## src/verilog/pee_regs.vh

```
`ifndef PEE_REGS_VH
`define PEE_REGS_VH

`define PEE_CLK_PERIOD_PS      5000
`define PEE_WR_PULSE_NS        100
`define PEE_WR_PULSE_CYC       20
`define PEE_RD_ACCESS_NS       150
`define PEE_RD_ACCESS_CYC      30
`define PEE_FLOAT_NS           50
`define PEE_FLOAT_CYC          10
`define PEE_BLC_MIN_NS         100
`define PEE_BLC_MIN_CYC        20
`define PEE_BLC_MAX_US         100
`define PEE_BLC_MAX_CYC        20000
`define PEE_WC_MS              5
`define PEE_WC_CYC             1000000
`define PEE_INIT_MS            10
`define PEE_INIT_CYC           2000000
`define PEE_PAGE_BYTES         64
`define PEE_POLL_BIT           7
`define PEE_TOGGLE_BIT         6
`define PEE_CMD_ADDR_A         15'h5555
`define PEE_CMD_ADDR_B         15'h2AAA
`define PEE_CMD_D_AA           8'hAA
`define PEE_CMD_D_55           8'h55
`define PEE_CMD_D_A0           8'hA0
`define PEE_CMD_D_80           8'h80
`define PEE_CMD_D_20           8'h20
`define PEE_OP_READ            2'h0
`define PEE_OP_WRITE           2'h1
`define PEE_OP_LOCK            2'h2
`define PEE_OP_UNLOCK          2'h3

`endif

```

## src/verilog/pee_cmd_rom.v

```verilog
`timescale 1ns/10ps
// ****************************************
// Protection command sequence table
// ****************************************
`include "pee_regs.vh"
module pee_cmd_rom (
    // Select
    input  wire        unlock_i,
    input  wire [2:0]  step_i,
    // Entry
    output reg  [14:0] addr_o,
    output reg  [7:0]  data_o,
    output reg  [2:0]  len_o
);
    always @* begin
        len_o  = unlock_i ? 3'h6 : 3'h3;
        addr_o = `PEE_CMD_ADDR_A;
        data_o = `PEE_CMD_D_AA;
        case (step_i)
            3'h1, 3'h4: begin
                addr_o = `PEE_CMD_ADDR_B;
                data_o = `PEE_CMD_D_55;
            end
            3'h2: begin
                data_o = unlock_i ? `PEE_CMD_D_80 : `PEE_CMD_D_A0;
            end
            3'h5: begin
                data_o = `PEE_CMD_D_20;
            end
            default: begin
                addr_o = `PEE_CMD_ADDR_A;
            end
        endcase
    end
endmodule

```

## src/verilog/pee_host.v

```verilog
`timescale 1ns/10ps
`include "pee_regs.vh"
module pee_host #(
    parameter WC_CYC   = `PEE_WC_CYC,
    parameter INIT_CYC = `PEE_INIT_CYC,
    parameter BLC_CYC  = `PEE_BLC_MAX_CYC
) (
    // Clock and reset
    input  wire        sys_clk_i,
    input  wire        resetn_i,
    // User command
    input  wire        req_valid_i,
    input  wire [1:0]  req_op_i,
    input  wire [14:0] req_addr_i,
    input  wire [7:0]  req_wdata_i,
    input  wire        req_last_i,
    input  wire        lock_on_i,
    output reg         req_ready_o,
    output reg         rsp_valid_o,
    output reg  [7:0]  rsp_rdata_o,
    output reg         busy_o,
    // Memory pins
    output reg  [14:0] mem_addr_o,
    output reg         mem_cs_n_o,
    output reg         mem_we_n_o,
    output reg         mem_oe_n_o,
    output reg  [7:0]  mem_dq_o,
    output reg         mem_dq_oe_o,
    input  wire [7:0]  mem_dq_i
);
    // ****************************************
    // States
    // ****************************************
    localparam [7:0] S_INIT  = 8'h01;
    localparam [7:0] S_IDLE  = 8'h02;
    localparam [7:0] S_WLOW  = 8'h04;
    localparam [7:0] S_WHIGH = 8'h08;
    localparam [7:0] S_RD    = 8'h10;
    localparam [7:0] S_FLOAT = 8'h20;
    localparam [7:0] S_SEAL  = 8'h40;
    localparam [7:0] S_POLL  = 8'h80;

    reg  [7:0]  state_reg;
    reg  [21:0] cnt_reg;
    reg  [21:0] wc_reg;
    reg  [2:0]  step_reg;
    reg         cmd_reg;
    reg         unlock_reg;
    reg         rd_poll_reg;
    reg  [7:0]  last_data_reg;
    reg  [14:0] last_addr_reg;
    reg         pend_reg;
    reg  [14:0] pend_addr_reg;
    reg  [7:0]  pend_data_reg;
    reg         pend_last_reg;
    wire [14:0] rom_addr;
    wire [7:0]  rom_data;
    wire [2:0]  rom_len;

    pee_cmd_rom u_rom (
        .unlock_i (unlock_reg),
        .step_i   (step_reg),
        .addr_o   (rom_addr),
        .data_o   (rom_data),
        .len_o    (rom_len)
    );

    function poll_done;
        input [7:0] rd;
        input [7:0] wr;
        begin
            poll_done = (rd[`PEE_POLL_BIT] == wr[`PEE_POLL_BIT]);
        end
    endfunction

    // ****************************************
    // Sequencer
    // ****************************************
    always @(posedge sys_clk_i or negedge resetn_i) begin
        if (!resetn_i) begin
            state_reg     <= S_INIT;
            cnt_reg       <= 22'h0;
            wc_reg        <= 22'h0;
            step_reg      <= 3'h0;
            cmd_reg       <= 1'b0;
            unlock_reg    <= 1'b0;
            rd_poll_reg   <= 1'b0;
            last_data_reg <= 8'h00;
            last_addr_reg <= 15'h0000;
            pend_reg      <= 1'b0;
            pend_addr_reg <= 15'h0000;
            pend_data_reg <= 8'h00;
            pend_last_reg <= 1'b0;
            req_ready_o   <= 1'b0;
            rsp_valid_o   <= 1'b0;
            rsp_rdata_o   <= 8'h00;
            busy_o        <= 1'b1;
            mem_addr_o    <= 15'h0000;
            mem_cs_n_o    <= 1'b1;
            mem_we_n_o    <= 1'b1;
            mem_oe_n_o    <= 1'b1;
            mem_dq_o      <= 8'h00;
            mem_dq_oe_o   <= 1'b0;
        end else begin
            rsp_valid_o <= 1'b0;
            req_ready_o <= 1'b0;
            wc_reg      <= wc_reg + 22'h1;
            case (state_reg)
                S_INIT: begin
                    // Full lockout before any write
                    if (cnt_reg == INIT_CYC[21:0]) begin
                        cnt_reg     <= 22'h0;
                        busy_o      <= 1'b0;
                        req_ready_o <= 1'b1;
                        state_reg   <= S_IDLE;
                    end else begin
                        cnt_reg <= cnt_reg + 22'h1;
                    end
                end
                S_IDLE: begin
                    req_ready_o <= 1'b1;
                    if (req_valid_i && req_ready_o) begin
                        req_ready_o   <= 1'b0;
                        busy_o        <= 1'b1;
                        cnt_reg       <= 22'h0;
                        step_reg      <= 3'h0;
                        pend_addr_reg <= req_addr_i;
                        pend_data_reg <= req_wdata_i;
                        pend_last_reg <= req_last_i;
                        unlock_reg    <= (req_op_i == `PEE_OP_UNLOCK);
                        if (req_op_i == `PEE_OP_READ) begin
                            // Read: write high, cs and oe low
                            rd_poll_reg <= 1'b0;
                            mem_addr_o  <= req_addr_i;
                            mem_cs_n_o  <= 1'b0;
                            mem_oe_n_o  <= 1'b0;
                            state_reg   <= S_RD;
                        end else begin
                            // Locked data preceded by arming
                            cmd_reg  <= (req_op_i != `PEE_OP_WRITE)
                                        || lock_on_i;
                            pend_reg <= (req_op_i == `PEE_OP_WRITE);
                            state_reg <= S_WLOW;
                        end
                    end
                end
                S_WLOW: begin
                    // Output drive high before strobes fall
                    mem_oe_n_o  <= 1'b1;
                    mem_cs_n_o  <= 1'b0;
                    mem_we_n_o  <= 1'b0;
                    mem_dq_oe_o <= 1'b1;
                    // Address steady at falling edge
                    mem_addr_o  <= cmd_reg ? rom_addr : pend_addr_reg;
                    mem_dq_o    <= cmd_reg ? rom_data : pend_data_reg;
                    // Pulse well over 20 ns
                    if (cnt_reg == `PEE_WR_PULSE_CYC) begin
                        cnt_reg    <= 22'h0;
                        // Both rise together, data held past
                        mem_we_n_o <= 1'b1;
                        mem_cs_n_o <= 1'b1;
                        state_reg  <= S_WHIGH;
                    end else begin
                        cnt_reg <= cnt_reg + 22'h1;
                    end
                end
                S_WHIGH: begin
                    mem_dq_oe_o <= 1'b0;
                    // Next load inside byte window
                    if (cnt_reg >= `PEE_BLC_MIN_CYC) begin
                        cnt_reg <= 22'h0;
                        if (cmd_reg && step_reg != rom_len - 3'h1) begin
                            step_reg  <= step_reg + 3'h1;
                            state_reg <= S_WLOW;
                        end else if (cmd_reg && pend_reg) begin
                            cmd_reg   <= 1'b0;
                            state_reg <= S_WLOW;
                        end else if (!cmd_reg && !pend_last_reg) begin
                            // Further page loads share the window
                            state_reg   <= S_SEAL;
                            req_ready_o <= 1'b1;
                        end else begin
                            last_addr_reg <= cmd_reg ? rom_addr
                                                     : pend_addr_reg;
                            last_data_reg <= cmd_reg ? rom_data
                                                     : pend_data_reg;
                            state_reg     <= S_SEAL;
                            pend_last_reg <= 1'b1;
                        end
                    end else begin
                        cnt_reg <= cnt_reg + 22'h1;
                    end
                end
                S_SEAL: begin
                    if (!pend_last_reg) begin
                        // Next page byte: must arrive in time
                        req_ready_o <= 1'b1;
                        if (req_valid_i && req_ready_o) begin
                            req_ready_o   <= 1'b0;
                            cnt_reg       <= 22'h0;
                            pend_addr_reg <= req_addr_i;
                            pend_data_reg <= req_wdata_i;
                            pend_last_reg <= req_last_i;
                            state_reg     <= S_WLOW;
                        end else if (cnt_reg == BLC_CYC[21:0]) begin
                            pend_last_reg <= 1'b1;
                            last_addr_reg <= pend_addr_reg;
                            last_data_reg <= pend_data_reg;
                            cnt_reg       <= 22'h0;
                        end else begin
                            cnt_reg <= cnt_reg + 22'h1;
                        end
                    end else if (cnt_reg == BLC_CYC[21:0]) begin
                        // Write held high a full window
                        cnt_reg     <= 22'h0;
                        wc_reg      <= 22'h0;
                        rd_poll_reg <= 1'b1;
                        state_reg   <= S_POLL;
                    end else begin
                        cnt_reg <= cnt_reg + 22'h1;
                    end
                end
                S_POLL: begin
                    // No writes until complete
                    // Bounded: refused or command-only writes poll true only if the stored bit 7 matches
                    if (wc_reg >= WC_CYC[21:0]) begin
                        rd_poll_reg <= 1'b0;
                        busy_o      <= 1'b0;
                        rsp_valid_o <= 1'b1;
                        state_reg   <= S_IDLE;
                    end else begin
                        mem_addr_o <= last_addr_reg;
                        mem_cs_n_o <= 1'b0;
                        mem_oe_n_o <= 1'b0;
                        cnt_reg    <= 22'h0;
                        state_reg  <= S_RD;
                    end
                end
                S_RD: begin
                    if (cnt_reg == `PEE_RD_ACCESS_CYC) begin
                        cnt_reg     <= 22'h0;
                        rsp_rdata_o <= mem_dq_i;
                        mem_oe_n_o  <= 1'b1;
                        mem_cs_n_o  <= 1'b1;
                        state_reg   <= S_FLOAT;
                    end else begin
                        cnt_reg <= cnt_reg + 22'h1;
                    end
                end
                S_FLOAT: begin
                    // Bus released before next drive
                    if (cnt_reg == `PEE_FLOAT_CYC) begin
                        cnt_reg <= 22'h0;
                        if (!rd_poll_reg) begin
                            busy_o      <= 1'b0;
                            rsp_valid_o <= 1'b1;
                            state_reg   <= S_IDLE;
                        end else if (poll_done(rsp_rdata_o,
                                               last_data_reg)) begin
                            // True data means done
                            rd_poll_reg <= 1'b0;
                            busy_o      <= 1'b0;
                            rsp_valid_o <= 1'b1;
                            state_reg   <= S_IDLE;
                        end else begin
                            state_reg <= S_POLL;
                        end
                    end else begin
                        cnt_reg <= cnt_reg + 22'h1;
                    end
                end
                default: begin
                    state_reg <= S_INIT;
                end
            endcase
        end
    end
endmodule

```

## config.mk

```make
export PLATFORM = sky130hd
export DESIGN_NAME = pee_host
export DESIGN_NICKNAME = d
export VERILOG_FILES = /design/src/verilog/pee_cmd_rom.v /design/src/verilog/pee_host.v
export VERILOG_INCLUDE_DIRS = /design/src /design/src/verilog
export SDC_FILE = /design/constraint.sdc
export NUM_CORES = 1
export LEC_CHECK = 0
export ABC_AREA = 1
export BUFFER_PORTS_ARGS = -buffer_cell sky130_fd_sc_hd__clkbuf_2
export CORE_MARGIN = 2
export CORE_UTILIZATION = 50
export DETAILED_ROUTE_END_ITERATION = 12
export PLACE_DENSITY = 0.69
export REMOVE_ABC_BUFFERS = 1
export SYNTH_ARGS = -nofsm -noshare
export SYNTH_HDL_FRONTEND = slang
export SYNTH_SLANG_ARGS = --single-unit
```

## constraint.sdc

```tcl
create_clock -name sys_clk_i -period 2.1 [get_ports sys_clk_i]
set_clock_uncertainty 0.15 [all_clocks]
set_input_delay 0.42 -clock sys_clk_i [delete_from_list [all_inputs] [get_ports sys_clk_i]]
set_output_delay 0.42 -clock sys_clk_i [all_outputs]
set_load 0.02 [all_outputs]
```

==> flow_summary.toml <==
[status]
outcome = "completed"

[synth]
synthCells = 1096
netlist_area_um2 = 8190
synth_seq_cells = 137
ys_seq_area_frac = 0.419
syn_avg_cell_area_um2 = 7.48
synth_warnings = 0
synth_cell_type_count = 50

[power_and_ir_drop]
p_comb_frac = 0.025
switching_share = 0.219
intPower_mw = 4.66
power_density_nw_per_um2 = 577
p_sw_mw = 1.31
peakVddDrop_uv = 562
p_clk_frac = 0.530
total_power_mw = 5.96
power_leakage_nw = 5.39
power_frac_seq = 0.445

[floorplan]
fp.dieH_um = 132
row_count = 46
io-pin-count = 76
start_util = 0.514
core_area_um2 = 15900
dieArea_um2 = 17400
fp.dieW_um = 132

[clocking]
htree_levels = 4
cts_buffers = 17
cts_num_sinks = 137
insertion_delay_ps = 420
tritoncts = "built"
max-clock-path-buffers = 2
cts.clk_slew.worst_paths_ps = 60
cts-root-buf = "clkbuf_16"

[finish]
finalNonFillerCells = 1476
area_growth_syn_to_layout_pct = 26.3
multiInputGateArea_um2 = 4250
num-fill-cells = 1355
drive_gt1_frac = 0.275
diodes = 0
register_area_um2 = 3440
layout.nets = 1294

[global_routing]
grt_first_pass_wirelength_um = 36200
grt-ovfl-total = 0
grt_util_all_layers = 0.255
grt_pass1_vias = 7402
antenna_found_initial = 0
grt_max_degree = 39

[timing]
slew_violations = 0
layout_min_cycle_time_ps = 2020
fin_ws_ps = 80.6
finalHoldViolCount = 0
rsz0062_at_grt = "true"
tightest_slew_ps = 410
tns_ps = 0
finalCritPeriodShare = 0.962
finalSetupViolations = 0
relSlewSlack = 0.725
fmax_mhz = 495

[placement]
gp_congestion = 0.954
dp.cells = 1428
dp_slack_ps = -55.9
dp_hpwl_um = 15600
io_buffers = 75

[route]
drtIter0Drc = 576
via_per_inst = 5.26
met2_length_um = 10400
first_pass_iters = 5
wl_met1_um = 9830
routed_wl_um = 21700
wire_per_inst_um = 14.7
top_layer_used = "met4"
detail-route-antenna-nets = 0
met3_length_um = 1130
num_vias = 7760
drc = 0

[critical_path]
critPathLaunchType = "flop"
crit_arrival_ps = 2180
crit_required_ps = 2260
end_kind = "flop"
worst-path-max-fanout = 10
path_class = "flop to flop"

[hold_path]
hold_class = "primary input to flop"

[flow_run]
max_cap_violations = 0
-- routing by layer --
metal  track usage  up-vias
li1              -     3878
met1         0.351     3602
met2         0.412      246
met3        0.0438       34
met4        0.0815        0
met5             0        -
-- kinds of logic (layout without fill, tap and decap cells) --
kind of cell	count (synthesis)	in the layout	synth area share
and+or+nand+nor	583	583	0.325
muxes	16	16	0.0220
xor gates and xnor gates	5	5	0.00535
AOI/OAI and AO/OA	177	177	0.130
adders and majority gates	9	9	0.0137
buffers and inverters	169	333	0.0852
DFF	137	137	0.419
-- cell type report --
cell class / count / share of cell area
Clock buffer: 20 / 0.0441
Clock inverter: 12 / 0.0160
Sequential cell: 137 / 0.333
Multi-Input combinational cell: 790 / 0.410
Tap cell: 216 / 0.0261
Inverter: 137 / 0.0501
Timing Repair Buffer: 164 / 0.121
-- power groups by stage --
stage / clock (mW) / combinational, mW / sequential (mW)
after floorplan: 0 / 0.0254 / 2.71
after global placement: 0 / 0.155 / 2.70
after detailed placement: 0 / 0.155 / 2.70
after CTS: 3.21 / 0.158 / 2.65
after global routing: 3.32 / 0.174 / 2.65
final: 3.16 / 0.151 / 2.65
-- synthesized netlist by cell type, drive strengths merged --
cell / count / share of area
a21oi: 29 / 0.019
dfrtp: 132 / 0.40
and2: 2 / 0.0015
clkbuf: 9 / 0.0041
o31ai: 1 / 0.00092
o21bai: 3 / 0.0027
buf: 23 / 0.018
a22oi: 9 / 0.0082
or2: 1 / 0.00076
xor2: 3 / 0.0032
a211o: 1 / 0.0011
o221ai: 8 / 0.0086
mux2: 16 / 0.022
xnor2: 2 / 0.0021
o211ai: 3 / 0.0027
nor3: 18 / 0.012
a211oi: 3 / 0.0027
nand4: 34 / 0.027
clkinv: 1 / 0.00061
o21a: 1 / 0.00092
dfstp: 5 / 0.016
o311ai: 1 / 0.0011
nor2: 142 / 0.083
nand2: 316 / 0.15
o2111ai: 1 / 0.0011
o22ai: 1 / 0.00076
a21boi: 2 / 0.0023
nor4: 2 / 0.0015
a31oi: 4 / 0.0031
ha: 9 / 0.014
nand3: 68 / 0.045
inv: 136 / 0.063
o21ai: 110 / 0.075
-- cells in the final DEF (no fill, tap or decap), types with 14 or more instances in the layout --
cell type | Yosys | routed
inv_1 | 129 | 124
nand2_1 | 297 | 287
buf_4 | 1 | 70
mux2_2 | 16 | 16
nor3_1 | 17 | 14
nor2_2 | 11 | 26
nand2_2 | 13 | 22
nor2_1 | 119 | 99
o21ai_0 | 94 | 88
clkbuf_2 | 0 | 74
a21oi_1 | 28 | 28
nand3_1 | 64 | 58
buf_12 | 0 | 15
dfrtp_1 | 132 | 126
nor2_4 | 9 | 14
clkbuf_16 | 0 | 17
o21ai_2 | 16 | 18
nand4_1 | 32 | 32
-- what timing repair did --
item	4_1_cts	5_1_grt
hold endpoints to repair	31	0
buffers inserted	0	15
gates resized for setup	3	72
cloned	0	0
pin swaps	0	12
endpoints found under the setup margin	17	67
hold buffers	1	0
-- path summary, 6_finish.rpt --
check	from	to	slack, ps	cells past startpoint
worst max-delay path	cnt_reg[1]	cnt_reg[19]	80	12
worst min-delay path	mem_dq_i[1]	rsp_rdata_o[1]	80	2
worst max register to register	cnt_reg[1]	cnt_reg[19]	80	12
worst min register to register	mem_oe_n_o	mem_oe_n_o	330	2
max in group asynchronous	resetn_i	busy_o	840	3
min in group asynchronous	resetn_i	wc_reg[12]	340	2
-- critical path: stages, from the launching register on --
cell,delay (ps)
dfrtp_2,440
inv_1,80
ha_2,180
nand3_1,110
nor2_2,150
nand3_2,100
nand2_2,80
nand2_2,90
nor2_4,130
nand2_4,60
a21oi_4,140
buf_12,150
nor2_1,50
-- through the flow --
stage	util	cell area, um2	hold slack, ps
floorplan	-	8010	-25.6
global placement	0.586	9350	222
detailed placement	0.586	9350	218
CTS	0.627	9990	65.3
global route	0.649	10300	66.3
finish	0.649	10300	79.8
(Power assumes the default switching activity.)
